File: src/core/flgate_regs.vh
// Contract
// RL1: Lock level comes from status bits [7:5]; programmed lock bit reads as zero.
// RL2: Lock bit states stay readable even while ordinary reads are locked out.
// RL3: Refused external host read returns byte 00H.
// RL4: Refused in-application verify leaves flash data register unchanged.
// RL5: Refused code table read returns FFH, as if blank.
// RL6: Levels 111/011/101 refuse all verify; internal code reads allowed, ext-ext only 011/101.
// RL7: Levels 001/110: verify only block1 to block0; block0 code reads only block0.
// RL8: Level 010: host verify refused, in-app verify only across blocks, internal code reads free.
// RL9: Levels 100/000: host verify of both blocks allowed, independent of source.
// RL10: Levels 100/000: in-app verify internal only to other block; 000 also from external.
// RL11: Code reads never cross internal/external; verify never targets external.
// RL12: Requester, source and target are encoded inputs; allow and value same cycle.
`ifndef FLGATE_REGS_VH
`define FLGATE_REGS_VH
`define FLGATE_LOCK_MSB      7
`define FLGATE_LOCK_LSB      5
`define FLGATE_REQ_HOST      2'h0
`define FLGATE_REQ_INAPP     2'h1
`define FLGATE_REQ_TABLE     2'h2
`define FLGATE_REQ_STATUS    2'h3
`define FLGATE_REG_BLK0      2'h0
`define FLGATE_REG_BLK1      2'h1
`define FLGATE_REG_EXT       2'h2
`define FLGATE_HOST_DENY_VAL 8'h00
`define FLGATE_TABLE_DENY_VAL 8'hFF
`define FLGATE_STATUS_RST    8'hFF
`endif

File: src/core/flgate_data_hold.v
`timescale 1ns/1ps
`default_nettype none
`include "flgate_regs.vh"
module flgate_data_hold (
    input  wire       i_clock,
    input  wire       i_rst_n,
    input  wire       i_load,
    input  wire [7:0] i_data,
    output wire [7:0] o_data
);
    reg [7:0] data_reg;
    // Register only loads when a verify is allowed
    always @(posedge i_clock) begin
        if (!i_rst_n) begin
            data_reg <= 8'h00;
        end else if (i_load) begin
            data_reg <= i_data;
        end
    end
    assign o_data = data_reg;
endmodule // flgate_data_hold
`default_nettype wire

File: src/core/flgate_top.v
`timescale 1ns/1ps
`default_nettype none
`include "flgate_regs.vh"
module flgate_top (
    input  wire       I_CLOCK,
    input  wire       I_RST_N,
    input  wire [7:0] I_FLASH_STATUS,
    input  wire       I_REQ_VALID,
    input  wire [1:0] I_REQ_TYPE,
    input  wire [1:0] I_SRC_REGION,
    input  wire [1:0] I_TGT_REGION,
    input  wire [7:0] I_FLASH_BYTE,
    output wire       O_ALLOW,
    output wire [7:0] O_READ_DATA,
    output wire [7:0] O_FLASH_DATA,
    output wire [2:0] O_LOCK_BITS
);
    wire [2:0] lock = I_FLASH_STATUS[`FLGATE_LOCK_MSB:`FLGATE_LOCK_LSB]; // RL1
    wire s0 = (I_SRC_REGION == `FLGATE_REG_BLK0);
    wire s1 = (I_SRC_REGION == `FLGATE_REG_BLK1);
    wire t0 = (I_TGT_REGION == `FLGATE_REG_BLK0);
    wire t1 = (I_TGT_REGION == `FLGATE_REG_BLK1);
    wire s_int = s0 | s1;
    wire t_int = t0 | t1;
    wire s_ext = (I_SRC_REGION == `FLGATE_REG_EXT);
    wire t_ext = (I_TGT_REGION == `FLGATE_REG_EXT);
    reg host_ok;
    reg inapp_ok;
    reg tbl_ok;
    reg allow;
    reg [7:0] rdata;
    always @* begin
        host_ok = 1'b0;
        inapp_ok = 1'b0;
        tbl_ok = 1'b0;
        case (lock)
            3'h7: begin
                tbl_ok = s_int & t_int; // RL6
            end
            3'h3, 3'h5: begin
                tbl_ok = (s_int & t_int) | (s_ext & t_ext); // RL6
            end
            3'h1, 3'h6: begin
                inapp_ok = s1 & t0; // RL7
                tbl_ok = (s0 & t0) | (s1 & t_int) | (s_ext & t_ext); // RL7
            end
            3'h2: begin
                inapp_ok = (s0 & t1) | (s1 & t0); // RL8
                tbl_ok = (s_int & t_int) | (s_ext & t_ext); // RL8
            end
            3'h4: begin
                host_ok = t_int; // RL9
                inapp_ok = (s0 & t1) | (s1 & t0); // RL10
                tbl_ok = (s_int & t_int) | (s_ext & t_ext); // RL11
            end
            3'h0: begin
                host_ok = t_int; // RL9
                inapp_ok = (s0 & t1) | (s1 & t0) | (s_ext & t_int); // RL10
                tbl_ok = (s_int & t_int) | (s_ext & t_ext); // RL11
            end
            default: begin
                tbl_ok = 1'b0;
            end
        endcase
    end
    // Combinational answer so the CPU sees no added wait state
    always @* begin
        allow = 1'b0;
        rdata = I_FLASH_BYTE;
        case (I_REQ_TYPE)
            `FLGATE_REQ_HOST: begin
                allow = host_ok;
                rdata = host_ok ? I_FLASH_BYTE : `FLGATE_HOST_DENY_VAL; // RL3
            end
            `FLGATE_REQ_INAPP: begin
                allow = inapp_ok;
                rdata = inapp_ok ? I_FLASH_BYTE : O_FLASH_DATA; // RL4
            end
            `FLGATE_REQ_TABLE: begin
                allow = tbl_ok;
                rdata = tbl_ok ? I_FLASH_BYTE : `FLGATE_TABLE_DENY_VAL; // RL5
            end
            `FLGATE_REQ_STATUS: begin
                allow = 1'b1;
                rdata = {lock, 5'h00}; // RL2
            end
            default: begin
                allow = 1'b0;
            end
        endcase
    end
    assign O_ALLOW = allow & I_REQ_VALID; // RL12
    assign O_READ_DATA = I_REQ_VALID ? rdata : 8'h00; // RL12
    assign O_LOCK_BITS = lock; // RL2
    flgate_data_hold u_hold (
        .i_clock (I_CLOCK),
        .i_rst_n (I_RST_N),
        .i_load  (I_REQ_VALID & (I_REQ_TYPE == `FLGATE_REQ_INAPP) & inapp_ok), // RL4
        .i_data  (I_FLASH_BYTE),
        .o_data  (O_FLASH_DATA)
    );
endmodule // flgate_top
`default_nettype wire

File: config.mk
export PLATFORM = sky130hd
export DESIGN_NAME = flgate_top
export DESIGN_NICKNAME = d
export VERILOG_FILES = /design/src/core/flgate_data_hold.v /design/src/core/flgate_top.v
export VERILOG_INCLUDE_DIRS = /design/src /design/src/core
export SDC_FILE = /design/constraint.sdc
export NUM_CORES = 1
export LEC_CHECK = 0
export BUFFER_PORTS_ARGS = -buffer_cell sky130_fd_sc_hd__buf_2
export CORE_MARGIN = 4
export CORE_UTILIZATION = 39
export CTS_BUF_LIST = sky130_fd_sc_hd__clkbuf_2 sky130_fd_sc_hd__clkbuf_4 sky130_fd_sc_hd__clkbuf_8
export CTS_CLUSTER_DIAMETER = 100
export CTS_CLUSTER_SIZE = 8
export DETAILED_ROUTE_END_ITERATION = 16
export GPL_TIMING_DRIVEN = 0
export HOLD_SLACK_MARGIN = 0.05
export PLACE_DENSITY = 0.78
export SLEW_MARGIN = 20
export SYNTH_ARGS = -nofsm -noshare
export SYNTH_HDL_FRONTEND = slang
export SYNTH_SLANG_ARGS = --single-unit
export TNS_END_PERCENT = 1
File: constraint.sdc
create_clock -name I_CLOCK -period 2.5 [get_ports I_CLOCK]
set_clock_uncertainty 0.15 [all_clocks]
set_input_delay 0.75 -clock I_CLOCK [delete_from_list [all_inputs] [get_ports I_CLOCK]]
set_output_delay 0.75 -clock I_CLOCK [all_outputs]
set_load 0.01 [all_outputs]
==> impl_metrics.env, run 1 <==
export IMPL_power_density_nw_per_um2=327
export IMPL_vias_per_cell=5.35
export IMPL_synth_top_family_by_area="simple AND/OR/NAND/NOR gates"
export IMPL_postRouteAntennaNets=0
export IMPL_initial_utilization_pct=41.9
export IMPL_drtPass1Iterations=3
export IMPL_max_freq_mhz=331
export IMPL_finalNonFillerCells=146
export IMPL_final_fill_count=158
export IMPL_ys_ff_latch=8
export IMPL_num_vias=781
export IMPL_cts_max_level=1
export IMPL_grt_pass1_vias=784
export IMPL_io_buffers=39
export IMPL_startpoint_type="input port"
export IMPL_die_w_um=51.3
export IMPL_wl_um=2040
export IMPL_grt_setup_unrepaired="yes"
export IMPL_outcome="complete, but fails checks"
export IMPL_synth_xor_area_share_pct=0
export IMPL_gr_usage_all_layers_pct=16.3
export IMPL_fin_nets=148
export IMPL_avgRoutedWirePerCell_um=14.0
export IMPL_cts_root_buf="clkbuf_4"
export IMPL_synth_compound_gate_area_share_pct=27.2
export IMPL_syn_area_um2=732
export IMPL_dpl_instance_area_um2=958
export IMPL_largest_register_ffs=8
export IMPL_die_area_um2=2630
export IMPL_crit_path_end="O_READ_DATA[1]"
export IMPL_synth_area_mux_share_pct=15.0
export IMPL_post_route_drc_count=0
export IMPL_r2r_end="u_hold.o_data[2]"
export IMPL_fp_coreArea_um2=1750
export IMPL_antenna_found_initial=0
export IMPL_cts_path_max_buffers=2
export IMPL_dp_final_hpwl_um=1510
export IMPL_crit_path_start="I_TGT_REGION[1]"
export IMPL_dominantRegCellSynth="dfxtp_1"
export IMPL_leakagePower_uw=0.000438
export IMPL_fin_area_um2=1060
export IMPL_crit_arrival_ns=2.13
export IMPL_worstSetupEndpointType="output port"
export IMPL_yosys_area_share_simple_pct=31.8
export IMPL_total_power_uw=347
export IMPL_required_ns=1.60
export IMPL_rr_worst_depth=2
export IMPL_tightest_slew_ns=0.468
export IMPL_dp_cells=143
export IMPL_cts_buffers=3
export IMPL_antennaDiodeCount=0
export IMPL_synth_edf_count=0
export IMPL_async_flop_share_pct=0
export IMPL_violations="negative setup slack"
export IMPL_layout_common_cells="buf_2, mux2i_1, nor2b_1"
export IMPL_synth_nets=104
export IMPL_synthAdderAreaFrac_pct=0
export IMPL_crit_type="input port to output port"
export IMPL_clock_sinks=8
export IMPL_overflow=0
export IMPL_area_growth_pct=44.8
export IMPL_hold_path_class="register to register"
export IMPL_slew_violations=0
export IMPL_cp_max_fo=5
export IMPL_slew_headroom_pct=68.8
export IMPL_grt_pass1_wl_um=3350
export IMPL_mostFrequentLayoutCell="buf_2"
export IMPL_ios=45
export IMPL_cts_tree="done"
export IMPL_yosysUniqueCellTypes=29
export IMPL_rows=15
export IMPL_rr_startpoint="u_hold.o_data[2]"
export IMPL_peakVddDrop_v=0.000281
export IMPL_syn_area_per_cell_um2=9.27
export IMPL_ys_warnings_count=0
export IMPL_fin_crit_ns=3.03
export IMPL_cts_clk_slew_worst_paths_ns=0.05
export IMPL_yosysSeqAreaShare_pct=21.9
export IMPL_synthCells=79
export IMPL_drt_iter0_markers=4
export IMPL_clk_insertion_delay_late_ns=0.24
export IMPL_maxCapViolations=0
export IMPL_grt_max_degree=11
export IMPL_setup_viol=9
export IMPL_gp_congestion=0.871
export IMPL_finalCritPeriodShare_pct=121
export IMPL_hold_viol=0
export IMPL_drive_gt1_share_pct=49.6
export IMPL_cts_setup_buffers=0
export IMPL_setup_slack_ns=-0.525
export IMPL_rrSetupSlack_ns=1.72
export IMPL_die_h_um=51.3
-- worst max-delay path, stage by stage --
cell      delay (ns)
buf_8           0.10
and4bb_2        0.24
a221oi_4        0.27
nand2_2         0.09
o32ai_4         0.31
o221a_1         0.23
buf_2           0.13
-- cell families (layout without fill, tap and decap cells) --
| family | count (synthesis) | count (layout) |
|---|---|---|
| AO/OA/AOI/OAI | 18 | 18 |
| buffers and inverters | 5 | 47 |
| flip-flops | 8 | 8 |
| multiplexers | 11 | 11 |
| AND/OR/NAND/NOR | 37 | 37 |
-- where the power goes --
group	internal (uW)	total [uW]	switching (uW)
Sequential	128	129	0.493
Clock	54.7	95.3	40.6
Combinational	57.3	122	65.1
-- final cells by class --
cell class	count	area, um^2	share of cell area [%]
Timing Repair Buffer	39	226	21.4
Multi-Input combinational cell	66	589	55.6
Tap cell	25	31.3	2.95
Inverter	1	3.75	0.354
Clock buffer	3	22.5	2.13
Buffer	4	26.3	2.48
Sequential cell	8	160	15.1
-- through the flow --
step / setup TNS, ns / utilization, % / worst slack, ns / hold slack [ns]
CTS: -4.19 / 59.1 / -0.530 / 0.386
detailed placement: -4.71 / 54.9 / -0.616 / 0.376
floorplan: -1.78 / - / -0.260 / 0.399
finish: -4.21 / 60.7 / -0.525 / 0.386
global placement: -4.61 / 54.9 / -0.596 / 0.367
global route: -5.04 / 60.7 / -0.636 / 0.421
-- layer usage --
metal  routed length, um  track usage [%]
met1                 935             21.4
met2                 941             27.5
met3                 158             1.75
met4                   8             5.24
met5                   0                0
-- synth_stat cells (2+ instances only) --
cell,n,share of area (%)
mux2i_1,11,15
nor2b_1,9,7.7
dfxtp_1,8,22
nand2b_1,5,4.3
o221a_1,5,7.7
nand2_1,4,2.1
nand3_1,4,2.7
and3_1,3,2.6
buf_4,3,3.1
o22ai_1,3,2.6
a21oi_1,2,1.4
nand3b_1,2,2.1
nor2_1,2,1.0
nor3_1,2,1.4
o21ai_0,2,1.4
-- how the worst min path moves through the flow --
| stage | startpoint | endpoint | slack, ns | cells after the start |
|---|---|---|---|---|
| 6_report | u_hold.o_data[0] | u_hold.o_data[0] | 0.39 | 2 |
| 5_1_grt | u_hold.o_data[3] | u_hold.o_data[3] | 0.42 | 2 |
| 4_1_cts | u_hold.o_data[5] | u_hold.o_data[5] | 0.39 | 2 |
| 3_5_place_dp | u_hold.o_data[5] | u_hold.o_data[5] | 0.38 | 2 |
| 3_3_place_gp | u_hold.o_data[4] | u_hold.o_data[4] | 0.37 | 2 |
| 2_1_floorplan | u_hold.o_data[5] | u_hold.o_data[5] | 0.40 | 2 |
-- what timing repair did --
action,4_1_cts,5_1_grt
gates cloned,0,0
gates resized for setup,12,5
setup endpoints to repair,9,9
pin swaps,0,1
hold buffers,0,0
Power figures use the tool's default switching activity.
==> run 2: changes to the inputs <==
--- a/config.mk
+++ b/config.mk
@@ -15,7 +15,7 @@
 export DETAILED_ROUTE_END_ITERATION = 16
 export GPL_TIMING_DRIVEN = 0
 export HOLD_SLACK_MARGIN = 0.05
-export PLACE_DENSITY = 0.78
+export PLACE_DENSITY = 0.76
 export SLEW_MARGIN = 20
 export SYNTH_ARGS = -nofsm -noshare
 export SYNTH_HDL_FRONTEND = slang
==> run 2 against run 1 <==
Largest power group unchanged. Fmax is 0.95% higher. Non-clock buffer count increased by 2. Register-to-register slack about the same. Routed wire length down 1.6%. Clock power decreased by 2.3%. The run still ends with negative setup slack left. Largest cell class unchanged. First-iteration DRC count increased by 130%. Worst setup slack improved by 0.028 ns. Combinational power is 3% higher. Sequential power barely moved.
==> impl_metrics.env, run 2 (same netlist as run 1, synthesis figures left out) <==
export IMPL_outcome="complete, but fails checks"
export IMPL_violations="negative setup slack"
export IMPL_crit_arrival_ns=2.10
export IMPL_crit_type="input port to output port"
export IMPL_cts_max_level=1
export IMPL_grt_pass1_vias=785
export IMPL_min_to="u_hold.o_data[3]"
export IMPL_whs_path_depth=2
export IMPL_maxCapViolations=0
export IMPL_postRouteAntennaNets=0
export IMPL_ios=45
export IMPL_tightest_slew_ns=0.457
export IMPL_gr_usage_all_layers_pct=16.0
export IMPL_drtPass1Iterations=4
export IMPL_slew_headroom_pct=69.5
export IMPL_avgRoutedWirePerCell_um=13.6
export IMPL_wl_um=2010
export IMPL_slew_violations=0
export IMPL_cts_root_buf="clkbuf_4"
export IMPL_rows=15
export IMPL_hold_path_class="register to register"
export IMPL_dpl_instance_area_um2=958
export IMPL_post_route_drc_count=0
export IMPL_drive_gt1_share_pct=52.0
export IMPL_cp_max_fo=5
export IMPL_die_w_um=51.3
export IMPL_setup_slack_ns=-0.497
export IMPL_finalNonFillerCells=148
export IMPL_die_area_um2=2630
export IMPL_grt_setup_unrepaired="yes"
export IMPL_ctsHoldBuffers=0
export IMPL_gp_congestion=0.812
export IMPL_rrSetupSlack_ns=1.71
export IMPL_cts_path_max_buffers=2
export IMPL_drt_iter0_markers=9
export IMPL_dp_cells=143
export IMPL_rr_worst_depth=2
export IMPL_grt_pass1_wl_um=3320
export IMPL_clk_insertion_delay_late_ns=0.24
export IMPL_peakVddDrop_v=0.000294
export IMPL_tns_ns=-4.35
export IMPL_cts_clk_slew_worst_paths_ns=0.05
export IMPL_overflow=0
export IMPL_final_fill_count=157
export IMPL_antenna_found_initial=0
export IMPL_cts_buffers=3
export IMPL_fp_coreArea_um2=1750
export IMPL_hp_start="u_hold.o_data[3]"
export IMPL_grt_max_degree=11
export IMPL_dp_final_hpwl_um=1550
export IMPL_leakagePower_uw=0.000448
export IMPL_clock_sinks=8
export IMPL_num_vias=790
export IMPL_required_ns=1.60
export IMPL_r2r_end="u_hold.o_data[4]"
export IMPL_startpoint_type="input port"
export IMPL_hold_viol=0
export IMPL_fin_area_um2=1080
export IMPL_initial_utilization_pct=41.9
export IMPL_die_h_um=51.3
export IMPL_power_density_nw_per_um2=322
export IMPL_vias_per_cell=5.34
export IMPL_largest_register_ffs=8
export IMPL_finalCritPeriodShare_pct=120
export IMPL_mostFrequentLayoutCell="buf_2"
export IMPL_area_growth_pct=47.5
export IMPL_setup_viol=9
export IMPL_cts_tree="done"
export IMPL_utilization_pct=61.9
export IMPL_rr_startpoint="u_hold.o_data[4]"
export IMPL_max_freq_mhz=334
export IMPL_worstSetupEndpointType="output port"
export IMPL_io_buffers=39
export IMPL_antennaDiodeCount=0
export IMPL_fin_crit_ns=3.00
export IMPL_layout_common_cells="buf_2, mux2i_1, nor2b_1"
export IMPL_fin_nets=150
==> run 2: stage by stage <==
| stage | worst slack (ns) | total power [uW] | hold slack, ns |
|---|---|---|---|
| final | -0.497 | 348 | 0.387 |
| after global routing | -0.578 | 369 | 0.413 |
| after CTS | -0.557 | 344 | 0.389 |
| after detailed placement | -0.610 | 240 | 0.379 |
| after global placement | -0.585 | 238 | 0.368 |
| after floorplan | -0.260 | 194 | 0.399 |
==> run 2: repair_timing <==
| action | 4_1_cts | 5_1_grt |
|---|---|---|
| endpoints found under the setup margin | 9 | 9 |
| resized for setup | 10 | 8 |
| setup buffers | 1 | 1 |
| pin swaps | 6 | 3 |
==> run 2: worst max path at each step <==
| stage | start | to | cells after the start |
|---|---|---|---|
| 2_1_floorplan | I_SRC_REGION[0] | O_READ_DATA[0] | 5 |
| 3_3_place_gp | I_FLASH_STATUS[5] | O_READ_DATA[2] | 6 |
| 3_5_place_dp | I_FLASH_STATUS[5] | O_READ_DATA[3] | 6 |
| 4_1_cts | I_SRC_REGION[1] | O_READ_DATA[2] | 7 |
| 5_1_grt | I_SRC_REGION[1] | O_READ_DATA[6] | 8 |
| 6_report | I_SRC_REGION[1] | O_READ_DATA[2] | 7 |
==> run 2: critical path, cell delays in order <==
cell and delay [ns]:
buf_8 0.10, and4bb_2 0.24, a221oi_4 0.24, nand2_2 0.09
o32ai_4 0.31, o221a_1 0.24, buf_2 0.12
==> run 2: where the power goes <==
group          total (uW)  leakage (uW)  switching [uW]  internal, uW
clock network        93.1     0.0000138            38.6          54.6
logic                 126      0.000370            65.5          60.1
registers             129     0.0000644           0.511           128
total                 348      0.000448             105           243
==> run 2: cell type report <==
type	instances	area (um^2)	area share (%)
Multi-Input combinational cell	66	596	55.2
Sequential cell	8	160	14.8
Inverter	1	3.75	0.348
Timing Repair Buffer	41	240	22.2
Clock buffer	3	22.5	2.09
Buffer	4	26.3	2.43
Tap cell	25	31.3	2.90
==> run 2: routing by layer <==
metal	up-vias	track usage (%)	wire length, um
met1	368	18.5	843
met3	2	4.37	179
met4	0	5.24	6
li1	393	-	-
met5	-	0	0
met2	27	28.1	981
==> run 3: changes to the inputs <==
--- a/config.mk
+++ b/config.mk
@@ -8,14 +8,14 @@
 export LEC_CHECK = 0
 export BUFFER_PORTS_ARGS = -buffer_cell sky130_fd_sc_hd__buf_2
 export CORE_MARGIN = 4
-export CORE_UTILIZATION = 39
+export CORE_UTILIZATION = 47
 export CTS_BUF_LIST = sky130_fd_sc_hd__clkbuf_2 sky130_fd_sc_hd__clkbuf_4 sky130_fd_sc_hd__clkbuf_8
 export CTS_CLUSTER_DIAMETER = 100
 export CTS_CLUSTER_SIZE = 8
 export DETAILED_ROUTE_END_ITERATION = 16
 export GPL_TIMING_DRIVEN = 0
 export HOLD_SLACK_MARGIN = 0.05
-export PLACE_DENSITY = 0.76
+export PLACE_DENSITY = 0.86
 export SLEW_MARGIN = 20
 export SYNTH_ARGS = -nofsm -noshare
 export SYNTH_HDL_FRONTEND = slang
==> constraint.sdc (replaced) <==
create_clock -name I_CLOCK -period 3.8 [get_ports I_CLOCK]
set_clock_uncertainty 0.15 [all_clocks]
set_input_delay 1.14 -clock I_CLOCK [delete_from_list [all_inputs] [get_ports I_CLOCK]]
set_output_delay 1.14 -clock I_CLOCK [all_outputs]
set_load 0.01 [all_outputs]
==> run 3 against run 2 <==
The run still ends with negative setup slack left. Routed wire length rose by 1.8%. Non-clock buffer count decreased by 2. Hold slack gained 0.0024 ns. Critical endpoint is now O_READ_DATA[4]. Highest routed layer unchanged. Largest cell class unchanged. Worst setup slack improved by 0.49 ns. Largest power group unchanged.
==> impl_metrics.env, run 3 (same netlist as run 1, synthesis figures left out) <==
export IMPL_final_fill_count=117
export IMPL_slew_headroom_pct=70.6
export IMPL_largest_register_ffs=8
export IMPL_die_w_um=47.5
export IMPL_r2r_end="u_hold.o_data[3]"
export IMPL_io_buffers=39
export IMPL_multi_input_area_um2=584
export IMPL_maxCapViolations=0
export IMPL_slew_violations=0
export IMPL_required_ns=2.51
export IMPL_postRouteAntennaNets=0
export IMPL_drtPass1Iterations=4
export IMPL_outcome="complete, but fails checks"
export IMPL_rrSetupSlack_ns=3.01
export IMPL_hold_viol=0
export IMPL_crit_arrival_ns=2.51
export IMPL_cts_buffers=3
export IMPL_cts_tree="done"
export IMPL_cts_max_level=1
export IMPL_setup_viol=2
export IMPL_leakagePower_uw=0.000437
export IMPL_wl_met3_um=141
export IMPL_gr_usage_all_layers_pct=19.8
export IMPL_violations="negative setup slack"
export IMPL_clk_insertion_delay_late_ns=0.25
export IMPL_startpoint_type="input port"
export IMPL_crit_path_start="I_FLASH_STATUS[6]"
export IMPL_rr_worst_depth=2
export IMPL_total_power_uw=228
export IMPL_cts_path_max_buffers=2
export IMPL_dp_final_hpwl_um=1560
export IMPL_tightest_slew_ns=0.441
export IMPL_cts_setup_buffers=0
export IMPL_seq_area_um2=160
export IMPL_preCtsSetupSlack_ns=-0.0723
export IMPL_hp_start="u_hold.o_data[7]"
export IMPL_overflow=0
export IMPL_mostFrequentLayoutCell="buf_2"
export IMPL_grt_max_degree=11
export IMPL_gp_congestion=0.857
export IMPL_drt_iter0_markers=15
export IMPL_fp_coreArea_um2=1380
export IMPL_fin_area_um2=1040
export IMPL_grt_pass1_vias=771
export IMPL_finalCritPeriodShare_pct=100
export IMPL_power_density_nw_per_um2=219
export IMPL_area_growth_pct=42.4
export IMPL_fin_crit_ns=3.80
export IMPL_antennaDiodeCount=0
export IMPL_m1WireLength_um=848
export IMPL_layout_common_cells="buf_2, mux2i_1, nor2b_1"
export IMPL_vias_per_cell=5.88
export IMPL_whs_path_depth=2
export IMPL_max_freq_mhz=263
export IMPL_ctsHoldBuffers=0
export IMPL_cp_max_fo=8
export IMPL_worstSetupEndpointType="output port"
export IMPL_die_h_um=47.5
export IMPL_peakVddDrop_v=0.000176
export IMPL_clock_sinks=8
export IMPL_grt_setup_unrepaired="yes"
export IMPL_post_route_drc_count=0
export IMPL_ios=45
export IMPL_setup_slack_ns=-0.00468
export IMPL_fin_nets=148
export IMPL_num_vias=800
export IMPL_hold_path_class="register to register"
export IMPL_wl_um=2050
export IMPL_cts_root_buf="clkbuf_4"
export IMPL_rr_startpoint="u_hold.o_data[3]"
export IMPL_dp_cells=133
export IMPL_antenna_found_initial=0
export IMPL_min_to="u_hold.o_data[7]"
export IMPL_cts_clk_slew_worst_paths_ns=0.05
export IMPL_avgRoutedWirePerCell_um=15.1
export IMPL_crit_type="input port to output port"
export IMPL_top_layer="met4"
export IMPL_wl_met2_um=1050
export IMPL_initial_utilization_pct=52.9
export IMPL_grt_pass1_wl_um=3190
export IMPL_drive_gt1_share_pct=48.8
export IMPL_rows=13
export IMPL_die_area_um2=2250
export IMPL_dpl_instance_area_um2=946
export IMPL_finalNonFillerCells=136
==> run 3: cell count changes in the layout (fill, tap and decap cells not counted) <==
cell / delta
a21oi_2: -1
nand2_2: -1
nor3_2: -1
a21oi_1: +1
buf_6: +1
buf_4: -4
nor3_1: +1
nand2_1: +1
buf_2: +1
==> run 3: area by class of cell <==
| cell class | count | area share [%] |
|---|---|---|
| Multi-Input combinational cell | 66 | 56.1 |
| Timing Repair Buffer | 39 | 21.7 |
| Sequential cell | 8 | 15.4 |
| Buffer | 4 | 2.52 |
| Clock buffer | 3 | 2.16 |
| Tap cell | 15 | 1.80 |
| Inverter | 1 | 0.360 |
==> run 3: repair_timing <==
action / CTS / global route
endpoints found under the setup margin: 5 / 8
gates resized for setup: 12 / 5
pin swaps: 0 / 2
==> run 3: power breakdown <==
part	internal, uW	switching (uW)
logic	37.5	42.5
clock network	36.0	27.3
registers	84.4	0.359
==> run 3: worst max-delay path by stage <==
| stage | slack (ns) | cells past startpoint | endpoint |
|---|---|---|---|
| 5_1_grt | -0.07 | 7 | O_READ_DATA[1] |
| 4_1_cts | 0.001 | 7 | O_READ_DATA[4] |
| 6_report | -0.005 | 6 | O_READ_DATA[4] |
| 3_3_place_gp | -0.07 | 6 | O_READ_DATA[1] |
| 2_1_floorplan | 0.26 | 5 | O_READ_DATA[0] |
| 3_5_place_dp | -0.07 | 6 | O_READ_DATA[2] |
==> run 3: critical path: stages <==
cell and delay (ns):
buf_2 0.16, nor3_1 0.35, o31ai_4 0.15, o32ai_4 0.36, o221a_1 0.23, buf_2 0.13
==> run 3: layer usage <==
layer	GRT usage [%]	vias up
met3	2.26	2
met2	35.6	30
met5	0	-
met4	8.29	0
li1	-	390
met1	23.4	378
==> run 3: through the flow <==
step	hold slack, ns	TNS, ns	util (%)
floorplan	0.399	0	-
CTS	0.394	0	73.9
global placement	0.368	-0.322	68.4
global route	0.437	-0.328	75.4
finish	0.389	-0.00530	75.4
detailed placement	0.385	-0.334	68.4
